===== config.mk =====
export PLATFORM = sky130hd
export DESIGN_NAME = rssd_core
export DESIGN_NICKNAME = d
export VERILOG_FILES = /design/src/rtl/rssd_pkg.sv /design/src/rtl/rssd_core.sv
export SDC_FILE = /design/constraint.sdc
export NUM_CORES = 1
export LEC_CHECK = 0
export BUFFER_PORTS_ARGS = -buffer_cell sky130_fd_sc_hd__buf_4
export CAP_MARGIN = 40
export CORE_UTILIZATION = 36
export DETAILED_ROUTE_END_ITERATION = 10
export PLACE_DENSITY = 0.53
export SLEW_MARGIN = 20
export SYNTH_ARGS = -nofsm -noshare
export SYNTH_HDL_FRONTEND = slang
export SYNTH_SLANG_ARGS = --single-unit

===== constraint.sdc =====
create_clock -name clk -period 8 [get_ports clk]
set_clock_uncertainty 0.1 [all_clocks]
set_input_delay 0 -clock clk [delete_from_list [all_inputs] [get_ports clk]]
set_output_delay 0 -clock clk [all_outputs]
set_load 0.01 [all_outputs]

===== src/rtl/rssd_pkg.sv =====
package rssd_pkg;
  // register byte offsets on the bus
  localparam logic [7:0] REG_CMD     = 8'h00;
  localparam logic [7:0] REG_OPERAND = 8'h04;
  localparam logic [7:0] REG_WORK    = 8'h08;
  localparam logic [7:0] REG_FLAGS   = 8'h0c;
  localparam logic [7:0] REG_MEMOUT  = 8'h10;
  localparam logic [7:0] REG_STATUS  = 8'h14;
  // command word fields
  localparam int CMD_OP_LSB  = 0;
  localparam int CMD_OP_W    = 5;
  localparam int CMD_BIT_LSB = 8;
  localparam int CMD_IMM_LSB = 16;
  // flag bit positions
  localparam int FLG_C  = 0;
  localparam int FLG_AC = 1;
  localparam int FLG_Z  = 2;
  localparam int FLG_OV = 3;
  localparam int FLG_SC = 4;
  localparam int FLG_CZ = 5;
  localparam int FLG_W  = 6;
  // status bit positions
  localparam int STS_DUMMY   = 0;
  localparam int STS_SKIP    = 1;
  localparam int STS_MEMWR   = 2;
  localparam int STS_REFUSED = 3;
  // operation codes
  localparam logic [4:0] OP_NOP        = 5'h00;
  localparam logic [4:0] OP_ROT_L_WORK = 5'h01;
  localparam logic [4:0] OP_ROT_LC_MEM = 5'h02;
  localparam logic [4:0] OP_ROT_LC_WRK = 5'h03;
  localparam logic [4:0] OP_ROT_R_MEM  = 5'h04;
  localparam logic [4:0] OP_ROT_R_WORK = 5'h05;
  localparam logic [4:0] OP_ROT_RC_MEM = 5'h06;
  localparam logic [4:0] OP_ROT_RC_WRK = 5'h07;
  localparam logic [4:0] OP_SBC_WORK   = 5'h08;
  localparam logic [4:0] OP_SBC_IMM    = 5'h09;
  localparam logic [4:0] OP_SBC_MEM    = 5'h0a;
  localparam logic [4:0] OP_SUB_WORK   = 5'h0b;
  localparam logic [4:0] OP_SUB_IMM    = 5'h0c;
  localparam logic [4:0] OP_SUB_MEM    = 5'h0d;
  localparam logic [4:0] OP_DSZ_MEM    = 5'h0e;
  localparam logic [4:0] OP_DSZ_WORK   = 5'h0f;
  localparam logic [4:0] OP_ISZ_MEM    = 5'h10;
  localparam logic [4:0] OP_ISZ_WORK   = 5'h11;
  localparam logic [4:0] OP_SET_ALL    = 5'h12;
  localparam logic [4:0] OP_SET_BIT    = 5'h13;
  localparam logic [4:0] OP_SNZ_BIT    = 5'h14;
  localparam logic [4:0] OP_SNZ_BYTE   = 5'h15;
  localparam logic [4:0] OP_SWAP       = 5'h16;
  // reset values and shared constants
  localparam logic [7:0]       WORK_RST  = 8'h00;
  localparam logic [FLG_W-1:0] FLAGS_RST = 6'h00;
  localparam logic [7:0]       ONES8     = 8'hff;
  localparam logic [1:0]       HTRANS_NS = 2'h2;
  // execution state
  typedef enum logic {RSSD_RUN, RSSD_DUMMY} rssd_state_t;
endpackage


===== src/rtl/rssd_core.sv =====
// Function
// - rotate left memory into work register, bit7 to bit0, no flags, memory kept
// - rotate left through carry, written back to memory, carry gets bit7
// - rotate left through carry into work register, carry gets bit7
// - rotate right memory in place, bit0 to bit7, no flags
// - rotate right into work register only, no flags
// - rotate right through carry, written back to memory, carry gets bit0
// - rotate right through carry into work register, carry gets bit0
// - work minus operand minus inverted carry into work register
// - work minus memory minus inverted carry into memory
// - subtract carry cleared on negative, set on zero or positive
// - subtracts update wrap, zero, nibble, carry, signed and chained flags
// - subtract immediate into work; plain subtract targets work or memory
// - decrement memory, write back, skip when zero
// - decrement into work register, memory kept, skip when zero
// - increment memory, write back, skip when zero
// - increment into work register, memory kept, skip when zero
// - a taken skip adds one dummy cycle
// - set all bits or one bit of memory, no flags
// - skip when selected memory bit is one
// - write memory back unchanged, skip when nonzero, no flags
// - swap memory nibbles, write back
`timescale 1ns/1ps
module rssd_core
  import rssd_pkg::*;
#(
  parameter int ADDR_W = 8
) (
  input  wire logic              clk,         // 40 MHz system clock
  input  wire logic              srst,        // synchronous reset, high
  input  wire logic              hsel,        // slave select
  input  wire logic [ADDR_W-1:0] haddr,       // byte address
  input  wire logic [1:0]        htrans,      // transfer type
  input  wire logic              hwrite,      // write when high
  input  wire logic [2:0]        hsize,       // transfer size
  input  wire logic [31:0]       hwdata,      // write data
  input  wire logic              hready,      // bus ready in
  output logic                   hreadyout,   // slave ready
  output logic                   hresp,       // always okay
  output logic [31:0]            hrdata,      // read data
  output logic [7:0]             mem_wdata,   // result bound for memory
  output logic                   mem_wr,      // memory write pulse
  output logic                   skip_pulse,  // skip taken pulse
  output logic                   dummy_cycle  // dummy slot in progress
);

  // the decode reads haddr[7:0], so a narrower bus cannot reach the map
  if (ADDR_W < 8) begin : g_bad_addr_w
    $error("ADDR_W too small for register map");
  end

  rssd_state_t       state_reg;
  logic [7:0]        operand_reg;
  logic [7:0]        work_reg;
  logic [FLG_W-1:0]  flags_reg;
  logic [3:0]        status_reg;
  logic              dp_valid_reg;
  logic              dp_write_reg;
  logic [7:0]        dp_addr_reg;
  logic              addr_ok;
  logic              wr_cmd;
  logic              cmd_go;
  logic [4:0]        op;
  logic [2:0]        bsel;
  logic [7:0]        imm;
  logic [7:0]        work_next;
  logic [7:0]        mem_next;
  logic              mem_we_next;
  logic              skip_next;
  logic [FLG_W-1:0]  flags_next;
  logic [7:0]        sub_b;
  logic              bin;
  logic [8:0]        diff;
  logic [4:0]        nib;
  logic              ovf;
  logic [31:0]       rd_next;
  logic              c_old;

  // address phase qualifier, zero-wait slave
  assign addr_ok = hsel && hready && (htrans == HTRANS_NS || htrans == 2'h3);

  // latch address phase for the following data phase
  always_ff @(posedge clk) begin
    if (srst) begin
      dp_valid_reg <= 1'b0;
      dp_write_reg <= 1'b0;
      dp_addr_reg  <= 8'h00;
    end else begin
      dp_valid_reg <= addr_ok;
      dp_write_reg <= addr_ok && hwrite;
      dp_addr_reg  <= haddr[7:0];
    end
  end

  // command decode from write data in its data phase
  assign wr_cmd = dp_valid_reg && dp_write_reg && dp_addr_reg == REG_CMD;
  assign cmd_go = wr_cmd && state_reg == RSSD_RUN;
  assign op     = hwdata[CMD_OP_LSB +: CMD_OP_W];
  assign bsel   = hwdata[CMD_BIT_LSB +: 3];
  assign imm    = hwdata[CMD_IMM_LSB +: 8];
  assign c_old  = flags_reg[FLG_C];

  // shared subtractor: work minus operand or immediate minus inverted carry
  always_comb begin
    sub_b = (op == OP_SBC_IMM || op == OP_SUB_IMM) ? imm : operand_reg;
    bin   = (op == OP_SBC_WORK || op == OP_SBC_IMM || op == OP_SBC_MEM) ? ~c_old : 1'b0;
    diff  = {1'b0, work_reg} - {1'b0, sub_b} - {8'h00, bin};
    nib   = {1'b0, work_reg[3:0]} - {1'b0, sub_b[3:0]} - {4'h0, bin};
    ovf   = (work_reg[7] ^ sub_b[7]) & (work_reg[7] ^ diff[7]);
  end

  // per-operation results; defaults keep everything untouched
  always_comb begin
    work_next   = work_reg;
    mem_next    = operand_reg;
    mem_we_next = 1'b0;
    skip_next   = 1'b0;
    flags_next  = flags_reg;
    case (op)
      OP_ROT_L_WORK: work_next = {operand_reg[6:0], operand_reg[7]};
      OP_ROT_LC_MEM: begin
        mem_next          = {operand_reg[6:0], c_old};
        mem_we_next       = 1'b1;
        flags_next[FLG_C] = operand_reg[7];
      end
      OP_ROT_LC_WRK: begin
        work_next         = {operand_reg[6:0], c_old};
        flags_next[FLG_C] = operand_reg[7];
      end
      OP_ROT_R_MEM: begin
        mem_next    = {operand_reg[0], operand_reg[7:1]};
        mem_we_next = 1'b1;
      end
      OP_ROT_R_WORK: work_next = {operand_reg[0], operand_reg[7:1]};
      OP_ROT_RC_MEM: begin
        mem_next          = {c_old, operand_reg[7:1]};
        mem_we_next       = 1'b1;
        flags_next[FLG_C] = operand_reg[0];
      end
      OP_ROT_RC_WRK: begin
        work_next         = {c_old, operand_reg[7:1]};
        flags_next[FLG_C] = operand_reg[0];
      end
      OP_SBC_WORK, OP_SBC_IMM, OP_SUB_WORK, OP_SUB_IMM, OP_SBC_MEM, OP_SUB_MEM: begin
        if (op == OP_SBC_MEM || op == OP_SUB_MEM) begin
          mem_next    = diff[7:0];
          mem_we_next = 1'b1;
        end else begin
          work_next = diff[7:0];
        end
        flags_next[FLG_C]  = ~diff[8];
        flags_next[FLG_AC] = ~nib[4];
        flags_next[FLG_Z]  = diff[7:0] == 8'h00;
        flags_next[FLG_OV] = ovf;
        flags_next[FLG_SC] = ovf ^ diff[7];
        // chained zero only holds when every byte of the chain was zero
        flags_next[FLG_CZ] = (diff[7:0] == 8'h00) &&
                             (bin == 1'b0 && op != OP_SBC_WORK && op != OP_SBC_IMM &&
                              op != OP_SBC_MEM || flags_reg[FLG_CZ]);
      end
      OP_DSZ_MEM: begin
        mem_next    = operand_reg - 8'h01;
        mem_we_next = 1'b1;
        skip_next   = operand_reg == 8'h01;
      end
      OP_DSZ_WORK: begin
        work_next = operand_reg - 8'h01;
        skip_next = operand_reg == 8'h01;
      end
      OP_ISZ_MEM: begin
        mem_next    = operand_reg + 8'h01;
        mem_we_next = 1'b1;
        skip_next   = operand_reg == ONES8;
      end
      OP_ISZ_WORK: begin
        work_next = operand_reg + 8'h01;
        skip_next = operand_reg == ONES8;
      end
      OP_SET_ALL: begin
        mem_next    = ONES8;
        mem_we_next = 1'b1;
      end
      OP_SET_BIT: begin
        mem_next       = operand_reg;
        mem_next[bsel] = 1'b1;
        mem_we_next    = 1'b1;
      end
      OP_SNZ_BIT:  skip_next = operand_reg[bsel];
      OP_SNZ_BYTE: begin
        mem_we_next = 1'b1;
        skip_next   = operand_reg != 8'h00;
      end
      OP_SWAP: begin
        mem_next    = {operand_reg[3:0], operand_reg[7:4]};
        mem_we_next = 1'b1;
      end
      default: ;
    endcase
  end

  // skip sequencer: one dummy slot after a taken skip
  always_ff @(posedge clk) begin
    if (srst) begin
      state_reg <= RSSD_RUN;
    end else begin
      case (state_reg)
        RSSD_RUN:   if (cmd_go && skip_next) state_reg <= RSSD_DUMMY;
        RSSD_DUMMY: state_reg <= RSSD_RUN;
        default:    state_reg <= RSSD_RUN;
      endcase
    end
  end

  // operand register, software loaded
  always_ff @(posedge clk) begin
    if (srst) begin
      operand_reg <= WORK_RST;
    end else if (dp_write_reg && dp_addr_reg == REG_OPERAND) begin
      operand_reg <= hwdata[7:0];
    end
  end

  // work register: command result or direct software write
  always_ff @(posedge clk) begin
    if (srst) begin
      work_reg <= WORK_RST;
    end else if (cmd_go) begin
      work_reg <= work_next;
    end else if (dp_write_reg && dp_addr_reg == REG_WORK) begin
      work_reg <= hwdata[7:0];
    end
  end

  // flags update in the command's own cycle, so the next one sees them
  always_ff @(posedge clk) begin
    if (srst) begin
      flags_reg <= FLAGS_RST;
    end else if (cmd_go) begin
      flags_reg <= flags_next;
    end else if (dp_write_reg && dp_addr_reg == REG_FLAGS) begin
      flags_reg <= hwdata[FLG_W-1:0];
    end
  end

  // memory side outputs and pulses
  always_ff @(posedge clk) begin
    if (srst) begin
      mem_wdata   <= 8'h00;
      mem_wr      <= 1'b0;
      skip_pulse  <= 1'b0;
      dummy_cycle <= 1'b0;
    end else begin
      mem_wr      <= cmd_go && mem_we_next;
      skip_pulse  <= cmd_go && skip_next;
      dummy_cycle <= cmd_go && skip_next;
      if (cmd_go && mem_we_next) mem_wdata <= mem_next;
    end
  end

  // status: commands during the dummy slot are refused, not queued
  always_ff @(posedge clk) begin
    if (srst) begin
      status_reg <= 4'h0;
    end else begin
      status_reg[STS_DUMMY] <= cmd_go && skip_next;
      if (wr_cmd) begin
        status_reg[STS_SKIP]    <= cmd_go && skip_next;
        status_reg[STS_MEMWR]   <= cmd_go && mem_we_next;
        status_reg[STS_REFUSED] <= !cmd_go;
      end
    end
  end

  // read mux, registered in address phase for zero-wait data
  always_comb begin
    rd_next = 32'h0000_0000;
    case (haddr[7:0])
      REG_OPERAND: rd_next[7:0] = operand_reg;
      REG_WORK:    rd_next[7:0] = work_next_visible();
      REG_FLAGS:   rd_next[FLG_W-1:0] = cmd_go ? flags_next : flags_reg;
      REG_MEMOUT:  rd_next[7:0] = (cmd_go && mem_we_next) ? mem_next : mem_wdata;
      REG_STATUS:  rd_next[3:0] = status_view();
      default:     rd_next = 32'h0000_0000;
    endcase
  end

  // values as they stand after this edge, for back-to-back reads
  function automatic logic [7:0] work_next_visible();
    if (cmd_go) return work_next;
    if (dp_write_reg && dp_addr_reg == REG_WORK) return hwdata[7:0];
    return work_reg;
  endfunction

  function automatic logic [3:0] status_view();
    logic [3:0] s;
    s = status_reg;
    s[STS_DUMMY] = cmd_go && skip_next;
    if (wr_cmd) begin
      s[STS_SKIP]    = cmd_go && skip_next;
      s[STS_MEMWR]   = cmd_go && mem_we_next;
      s[STS_REFUSED] = !cmd_go;
    end
    return s;
  endfunction

  // bus response flops; never stalls, always okay
  always_ff @(posedge clk) begin
    if (srst) begin
      hreadyout <= 1'b1;
      hresp     <= 1'b0;
      hrdata    <= 32'h0000_0000;
    end else begin
      hreadyout <= 1'b1;
      hresp     <= 1'b0;
      if (addr_ok && !hwrite) hrdata <= rd_next;
    end
  end

  // checks
  logic [7:0] op_q;
  always_ff @(posedge clk) begin
    if (srst) op_q <= {3'h0, OP_NOP};
    else      op_q <= cmd_go ? {3'h0, op} : 8'hff;
  end

  a_rot_left_work: assert property (@(posedge clk) disable iff (srst)
    cmd_go && op == OP_ROT_L_WORK |=> work_reg == {$past(operand_reg[6:0]), $past(operand_reg[7])}
      && !mem_wr && flags_reg == $past(flags_reg))
    else $error("rotate left into work wrong");

  a_rot_lc_mem: assert property (@(posedge clk) disable iff (srst)
    cmd_go && op == OP_ROT_LC_MEM |=> mem_wr && mem_wdata == {$past(operand_reg[6:0]), $past(c_old)}
      && flags_reg[FLG_C] == $past(operand_reg[7]))
    else $error("rotate left via carry to memory wrong");

  a_rot_rc_work: assert property (@(posedge clk) disable iff (srst)
    cmd_go && op == OP_ROT_RC_WRK |=> work_reg == {$past(c_old), $past(operand_reg[7:1])}
      && flags_reg[FLG_C] == $past(operand_reg[0]) && !mem_wr)
    else $error("rotate right via carry to work wrong");

  a_rot_right_mem: assert property (@(posedge clk) disable iff (srst)
    cmd_go && op == OP_ROT_R_MEM |=> mem_wr && mem_wdata == {$past(operand_reg[0]), $past(operand_reg[7:1])})
    else $error("rotate right memory wrong");

  a_sub_carry: assert property (@(posedge clk) disable iff (srst)
    cmd_go && op == OP_SUB_WORK |=> flags_reg[FLG_C] == ($past(work_reg) >= $past(operand_reg)))
    else $error("subtract carry wrong");

  a_sbc_value: assert property (@(posedge clk) disable iff (srst)
    cmd_go && op == OP_SBC_WORK |=>
      work_reg == 8'($past(work_reg) - $past(operand_reg) - {7'h00, ~$past(c_old)}))
    else $error("subtract with borrow wrong");

  a_sub_zero: assert property (@(posedge clk) disable iff (srst)
    cmd_go && op == OP_SUB_MEM |=> mem_wr && flags_reg[FLG_Z] == (mem_wdata == 8'h00))
    else $error("subtract zero flag wrong");

  a_dsz_skip: assert property (@(posedge clk) disable iff (srst)
    cmd_go && op == OP_DSZ_MEM |=> mem_wr && skip_pulse == (mem_wdata == 8'h00))
    else $error("decrement skip wrong");

  a_isz_work: assert property (@(posedge clk) disable iff (srst)
    cmd_go && op == OP_ISZ_WORK |=> !mem_wr && skip_pulse == (work_reg == 8'h00))
    else $error("increment skip to work wrong");

  a_dummy_slot: assert property (@(posedge clk) disable iff (srst)
    skip_pulse |-> dummy_cycle && state_reg == RSSD_DUMMY ##1 state_reg == RSSD_RUN)
    else $error("dummy slot length wrong");

  a_swap_nibble: assert property (@(posedge clk) disable iff (srst)
    cmd_go && op == OP_SWAP |=> mem_wr && mem_wdata == {$past(operand_reg[3:0]), $past(operand_reg[7:4])})
    else $error("nibble swap wrong");

  c_skip_taken:  cover property (@(posedge clk) disable iff (srst) skip_pulse && wr_cmd);
  c_sub_borrow:  cover property (@(posedge clk) disable iff (srst) op_q == 8'(OP_SBC_WORK) && !flags_reg[FLG_C]);
  c_rot_chain:   cover property (@(posedge clk) disable iff (srst) op_q == 8'(OP_ROT_LC_WRK) ##[1:20] cmd_go);
  c_refused_cmd: cover property (@(posedge clk) disable iff (srst) wr_cmd && !cmd_go);

endmodule // rssd_core


==> After elaboration in Yosys (flattened, before gate mapping) <==
Cells that the tools add are included.
W data, S select, Z words.
{ "op_classes": {"n_addsub": 6, "magnitude_cmp": 2, "n_eq_ne": 37, "n_mux": 36, "n_bitwise": 10, "reduce_logical": 36} }
{ "op_table": {"columns": ["cell", "n"], "rows": [
  ["$mux W8", 10],
  ["$pmux W8 S9", 1],
  ["$pmux W8 S7", 1],
  ["$eq A5 B4 Y1 const B", 8],
  ["$eq A5 B5 Y1 const B", 7],
  ["$eq A8 B4 Y1 const B", 4],
  ["$eq A5 B3 Y1 const B", 4],
  ["$pmux W4 S5", 1],
  ["$mux W6", 3],
  ["$logic_and A1 B1 Y1", 17],
  ["$eq A8 B3 Y1 const B", 2],
  ["$eq A8 B5 Y1 const B", 2],
  ["$logic_not A8 Y1", 2],
  ["$ne A5 B4 Y1 const B", 3],
  ["$eq A5 B2 Y1 const B", 2],
  ["$mux W1", 10],
  ["$reduce_or A9 Y1", 1],
  ["$sub A8 B8 Y9", 1],
  ["$sub A9 B1 Y9", 1],
  ["$add A8 B1 Y8 const B", 1],
  ["$eq A8 B1 Y1 const B", 1],
  ["$eq A8 B8 Y1 const B", 1],
  ["$or A8 B8 Y8", 1],
  ["$pmux W2 S4", 1],
  ["other kinds (24)", 42]
]} }
{ "word_totals": {"register_bits": 55, "wordCells": 139} }

==> Logic depth before layout (Yosys ltp) <==
Gate-level depths: netlist of the first run.
{ "logic_depth": {"word_depth": 13, "ltp_mapped": 17, "depth_no_buf": 13} }

==> Worst setup path after synthesis of the first run <==
No wires, ideal clock.
{ "synth_path": {"path_kind": "input-to-reg", "from": "input port hwdata[1]", "to": "register hrdata[5]", "setup_time_ps": 86, "arrival_ps": 3657, "required_time_ps": 7814, "slack_ps": 4158, "cell_stages": 17, "path_buffers": 4, "cell_sequence": "buf_4 -> buf_2 -> buf_2 -> nand2b_1 -> or3_1 -> clkbuf_1 -> mux2_2 -> fa_1 -> inv_1 -> ha_1 -> o21ai_0 -> nand3b_1 -> xor2_1 -> or4_1 -> nor3_1 -> nand3_1 -> a211oi_1"} }
{ "synth_via": {"elab_chain_cells": 13, "word_cells_on_any_way": 56} }
{ "synth_rtl": {"columns": ["element", "line_no", "text"], "rows": [
  ["start: declaration", "rssd_core.sv:36", "input wire logic [31:0] hwdata,"],
  ["parallel branches: the longest is 12 deep, another holds $sub A8 B8 Y9", null, null],
  ["$pmux W2 S4 *", "rssd_core.sv:277", "case (haddr[7:0])"],
  ["end signal: assignment", "rssd_core.sv:315", "if (addr_ok && !hwrite) hrdata <= rd_next;"],
  ["end: declaration", "rssd_core.sv:40", "output logic [31:0] hrdata,"]
]} }
Every way passes the cells marked *. The select of a mux whose other input is x is not followed.
A chain may end at the register's enable or synchronous reset.

==> Worst setup path after layout of the first run <==
{ "layout_path": {"from": "input port hwdata[3]", "to": "register hrdata[3]"} }
{ "layout_via": {"elab_chain_cells": 12, "word_cells_on_any_way": 49} }
{ "layout_rtl": {"columns": ["element", "line_no", "text"], "rows": [
  ["$eq A5 B4 Y1 (on tied branches)", "rssd_core.sv:105, rssd_core.sv:106, rssd_core.sv:119", null],
  ["$logic_or A1 B1 Y1 (on tied branches)", "rssd_core.sv:105, rssd_core.sv:106", null],
  ["$mux W8 / $logic_or A1 B1 Y1 (equally long branches)", "rssd_core.sv:105, rssd_core.sv:106", null],
  ["$sub A8 B8 Y9 / $mux W1 (equally long branches)", "rssd_core.sv:107, rssd_core.sv:106", null],
  ["$sub A9 B1 Y9", "rssd_core.sv:107", "diff = {1'b0, work_reg} - {1'b0, sub_b} - {8'h00, bin};"],
  ["$mux W8", "rssd_core.sv:145", "if (op == OP_SBC_MEM || op == OP_SUB_MEM) begin"],
  ["$pmux W8 S7", "rssd_core.sv:119", "case (op)"],
  ["$mux W8", "rssd_core.sv:289", "if (cmd_go) return work_next;"],
  ["$mux W8", "rssd_core.sv:290", "if (dp_write_reg && dp_addr_reg == REG_WORK) return hwdata[7:0];"],
  ["$mux W8", "rssd_core.sv:291", "return work_reg;"],
  ["$mux W8", "rssd_core.sv:290", null],
  ["$pmux W4 S5 *", "rssd_core.sv:277", null]
]} }
Mark *: on every way between the ends. The rest lies on a longest branch, timed or not. The select of a mux whose other input is x is not followed.

==> out/metrics.cfg, run 1 <==
[run_status]
status = finished clean

[place]
place.gp.congestion = 0.984
placed_area_sq_um = 5800
dp_hpwl_um = 14600
portBuffers = 51

[synth]
synth_top_family_by_area = simple AND/OR/NAND/NOR gates
synth.most_common_cell = nor2_1
synth-edff-count = 0
yosysTopAreaCellShare_pct = 19.5
synth_top_area_cell = dfxtp_1
syn_inst = 730
synthArstFlopShare_pct = 0
ys_types = 92
ys.flop_type = dfxtp_1
synth_compound_area_share_pct = 27.4
synthesis.area_sq_um = 5530
yosysSeqAreaShare_pct = 19.5
synth_commonest_cells = nor2_1, dfxtp_1, nand2_1
synth_warnings = 0
synthAdderAreaFrac_pct = 4.57
ys_ff_latch = 54
synthTopCellsByArea = dfxtp_1, nor2_1, buf_4
synth-xor-area-share_pct = 2.22
muxShareOfSynthArea_pct = 5.68
synth.avg_cell_area_sq_um = 7.58
synthSimpleGateAreaFrac_pct = 28.8

[route]
drtIter0Drc = 649
ant_nets = 0
vias = 5825
first_pass_iters = 5
drt_wl_total_um = 20000
wire_per_inst_um = 21.4
post-route-drc-count = 0
via_per_inst = 6.22

[worst_hold_path]
worstHoldStart = haddr[4]
min_path_type = input pin to flip-flop

[global_route]
overflow = 0
grt_max_degree = 54
antenna_found_initial = 0
grt_pass1_vias = 5407
grt_usage_pct = 25.1
grt_pass1_wl_um = 31100

[floorplan]
core-area_sq_um = 14800
die-area_sq_um = 15900
num_io_pins = 95
rows = 44
start_util_pct = 37.5
die_w_um = 126
die_h_um = 126

[sta]
finalSetupTns_ps = 0
relSlewSlack_pct = 47.0
hold_violations = 0
worst_slew_pin_slew_ps = 793
hold_slack_ps = 45.1
fmax_mhz = 247
drv_slew = 0
period_share_pct = 50.5
setup_viol = 0
rsz0062_at_grt = false
fin_crit_ps = 4040

[pwr]
internal_power_uw = 437
p_clk_share_pct = 34.6
powerDensity_nw_per_um2 = 104
switching_share_pct = 31.0
sequentialPowerShare_pct = 43.2
p_leak_uw = 0.00237
peakVddDrop_uv = 78.3
power_uw = 634
netSwitchingPower_uw = 197
comb_power_share_pct = 22.2

[worst_setup_path]
crit_buf_inv = 2
crit_fanout = 34
critPathArrivalTime_ps = 4130
required_ps = 8090
critPathTopFamily = compound AO/OA/AOI/OAI gates
cp_slowest_cell = fa_1
critPathKind = input pin to flip-flop
startpoint_type = input pin
worstSetupStartpoint = hwdata[3]
endpoint_kind = flip-flop
r2r_start = operand_reg[0]
max_stage_delay_ps = 530
crit_path_cell_trace = buf_4 > nand2b_1 > or3_1 > mux2_2 > fa_1 > inv_1 > ha_1 > o21ai_0 > nand3b_1 > xor2_1 > a221oi_1 > a31oi_1 > a221o_1 > o31a_1

[clock_network]
cts.sinks = 54
cts_tree = built
h-tree-depth = 2
post_cts_resized = 0
cts_setup_buffers = 0
cts_buffers = 5
clk_latency_ps = 300
cts_buffer_depth = 2
root_buffer = clkbuf_16
clk_pin_slew_ps = 70

[cells_and_area]
finish.net_count = 821
n_fill_cell = 1572
drive_gt1_share_pct = 14.9
area_growth_pct = 10.3
stdcell_area_sq_um = 6100
n_antenna_cell = 0

[job]
drv_cap = 0

worst min-delay path, cell delays in order:
cell    delay, ps
buf_4         170
inv_1         130
nor2_1        110
cell usage in the layout (no fill, tap or decap), types with 20 or more instances in the layout:
master   count
dfxtp_1     54
inv_1       37
nand2_1     48
conb_1      26
a21oi_1     22
buf_4       59
nand3_1     21
nor2b_1     20
nor3_1      21
nor2_1      87
worst paths after layout:
path,end,slack (ps),depth (start not counted)
max,hrdata[3],3960,14
min,dp_addr_reg[4],50,3
max reg2reg,hrdata[3],4240,12
min reg2reg,hrdata[0],350,2
per-stage QoR:
stage	setup WS (ps)	instances	util, %
final	3960	936	41.3
after global placement	3750	911	39.2
after global routing	3710	936	41.3
after CTS	4020	932	41.1
after detailed placement	3710	912	39.3
after floorplan	4160	754	-
metal layers:
layer	wire (um)	track usage [%]
met4	607	9.57
met2	8870	38.4
met1	8590	34.9
met5	0	0
met3	1940	4.76
cell families after synthesis:
group | after synthesis
mux | 30
xor+xnor | 14
fa+ha+maj | 19
simple gates | 293
other cells | 2
buf+inv | 123
flops | 54
compound gates | 195
power by group through the flow:
stage | Combinational, uW | Sequential, uW | Clock, uW
floorplan | 103 | 279 | 0
global placement | 131 | 280 | 0
detailed placement | 131 | 280 | 0
CTS | 137 | 274 | 223
global route | 151 | 274 | 234
finish | 141 | 274 | 219
repair_timing:
item	CTS	global route
hold buffers	13	0
endpoints found under the hold margin	12	0
setup endpoints to repair	0	0
area by class of cell:
class | instances | area, sq um | share of cell area [%]
Inverter | 37 | 139 | 2.28
Sequential cell | 54 | 1080 | 17.7
Clock buffer | 5 | 125 | 2.05
Multi-Input combinational cell | 577 | 3900 | 63.9
Tap cell | 184 | 230 | 3.78
Clock inverter | 2 | 13.8 | 0.226
Timing Repair Buffer | 77 | 612 | 10.0
(Power assumes the default switching activity.)
==> run 2: changes to the inputs <==
- clock period: 8 -> 3.97 ns (I/O delays scaled with it)
==> run 2 against run 1 <==
Effect of this change:
- final area is 3.0% higher
- largest cell class unchanged
- flip-flop and latch count stayed put
- worst hold slack better by 2.6 ps
- clock-buffer cell count stayed put
- total power is 110% higher
- clock power is 110% higher
- non-clock buffer count is 22 higher
- highest routed layer unchanged
==> out/metrics.cfg, run 2 (synthesis results as in run 1) <==
[cells_and_area]
seqCellArea_sq_um = 1080  ; unchanged
fin_util_pct = 42.6  ; +1.2 points
fin_cells = 959  ; +2.5%
final_common_cell = nor2_1
mostFrequentLayoutCells = nor2_1, buf_4, dfxtp_1, nand2_1, inv_1
n_antenna_cell = 0  ; unchanged
area_growth_pct = 13.6
multi_input_area_sq_um = 3900  ; unchanged
n_fill_cell = 1563  ; -0.57%
stdcell_area_sq_um = 6280  ; +3.0%
drive_gt1_share_pct = 17.4  ; +2.5 points
finish.net_count = 843  ; +2.7%

[place]
placed_area_sq_um = 5990  ; +3.2%
place.gp.congestion = 0.962  ; -2.3%
portBuffers = 51  ; unchanged
dp_cells = 937  ; +2.7%
dp_hpwl_um = 15700  ; +7.8%

[worst_hold_path]
min_path_type = input pin to flip-flop

[clock_network]
clk_pin_slew_ps = 80  ; about the same
holdBufCountCts = 13  ; unchanged
post_cts_resized = 0  ; unchanged
cts_tree = built
cts.sinks = 54  ; unchanged
root_buffer = clkbuf_16
h-tree-depth = 2  ; unchanged
cts_buffers = 5  ; unchanged
cts_buffer_depth = 2  ; unchanged
clk_latency_ps = 300  ; about the same
cts_setup_buffers = 0  ; unchanged

[sta]
rsz0062_at_grt = false
relSlewSlack_pct = 41.7  ; -5.3 points
worst_slew_pin_slew_ps = 866  ; +73.6 ps
period_share_pct = 90.0
fmax_mhz = 280
hold_violations = 0  ; unchanged
fin_crit_ps = 3570
setup_viol = 0  ; unchanged
finalSetupTns_ps = 0  ; unchanged
drv_slew = 0  ; unchanged

[worst_setup_path]
critPathKind = input pin to flip-flop
endpoint_kind = flip-flop
critPathArrivalTime_ps = 3660  ; -470 ps
crit_fanout = 3  ; -91%
startpoint_type = input pin
required_ps = 4050  ; -4040 ps

[route]
ant_nets = 0  ; unchanged
via_per_inst = 6.19  ; -0.52%
wire_per_inst_um = 22.1  ; +3.4%
drt_wl_total_um = 21200  ; +6.0%
post-route-drc-count = 0  ; unchanged
first_pass_iters = 5  ; unchanged
vias = 5937  ; +1.9%
drtIter0Drc = 702  ; +8.2%

[run_status]
status = finished clean

[global_route]
grt_pass1_vias = 5440  ; +0.61%
grt_pass1_wl_um = 32000  ; +2.9%
grt_usage_pct = 26.3  ; +1.2 points
antenna_found_initial = 0  ; unchanged
grt_max_degree = 54  ; unchanged
overflow = 0  ; unchanged

[pwr]
p_leak_uw = 0.00248  ; +4.6%
peakVddDrop_uv = 167  ; +110%
powerDensity_nw_per_um2 = 209  ; +100%

[floorplan]
die_w_um = 126  ; unchanged
num_io_pins = 95  ; unchanged
start_util_pct = 37.5  ; unchanged
die-area_sq_um = 15900  ; unchanged
die_h_um = 126  ; unchanged
core-area_sq_um = 14800  ; unchanged
rows = 44  ; unchanged

[job]
drv_cap = 0  ; unchanged

## run 2: cell types whose count changed in the layout (fill, tap and decap cells not counted)
cell,change
buf_4,+26
clkbuf_2,-3
clkinv_4,+2
buf_6,-1
clkinv_2,-1
inv_6,-1
inv_8,+1
## run 2: area by class of cell
class / instances / share of cell area [%]
clock buffer: 5 / 1.99
clock inverter: 3 / 0.458
inverter: 37 / 2.21
multi-input combinational: 577 / 62.0
sequential: 54 / 17.2
tap: 184 / 3.66
timing repair buffer: 99 / 12.4
## run 2: per-layer routing
| layer | GRT usage [%] | routed length [um] | up-vias | share of wire [%] |
|---|---|---|---|---|
| met1 | 35.8 | 9020 | 2811 | 43 |
| met3 | 5.48 | 2050 | 56 | 9.7 |
| li1 | - | - | 2737 | - |
| met4 | 9.85 | 804 | 0 | 3.8 |
| met2 | 40.8 | 9330 | 333 | 44 |
| met5 | 0 | 0 | - | 0 |
## run 2: metrics by stage
stage | worst slack [ps] | power [uW] | hold WS, ps
6_report | 397 | 1320 | 47.7
5_1_grt | 211 | 1370 | 69.5
2_1_floorplan | 128 | 770 | 21.7
3_3_place_gp | -5.97 | 840 | 122
4_1_cts | 288 | 1320 | 50.1
3_5_place_dp | -10.5 | 842 | 127
## run 2: critical path, stage by stage
cell and delay [ps]:
buf_4 110, nand2b_1 150, or3_1 360, mux2_2 310, fa_1 500, inv_1 80, ha_1 130, o21ai_0 110
buf_4 170, a211oi_1 430, xor2_1 420, o21bai_1 220, nor4_1 100, o41ai_1 470, nand2_1 80
## run 2: report_power, final
group | internal [uW] | switching, uW | leakage, uW
Sequential | 547 | 5.24 | 0.000437
Combinational | 112 | 183 | 0.00196
Clock | 241 | 228 | 0.0000759
Total | 900 | 416 | 0.00248
## run 2: final timing paths
path,from,slack [ps],cells after the start,to
worst max-delay path,hwdata[1],400,15,hrdata[2]
worst min-delay path,haddr[4],50,3,dp_addr_reg[4]
worst max register to register,operand_reg[0],450,12,hrdata[2]
worst min register to register,hrdata[2],350,2,hrdata[2]
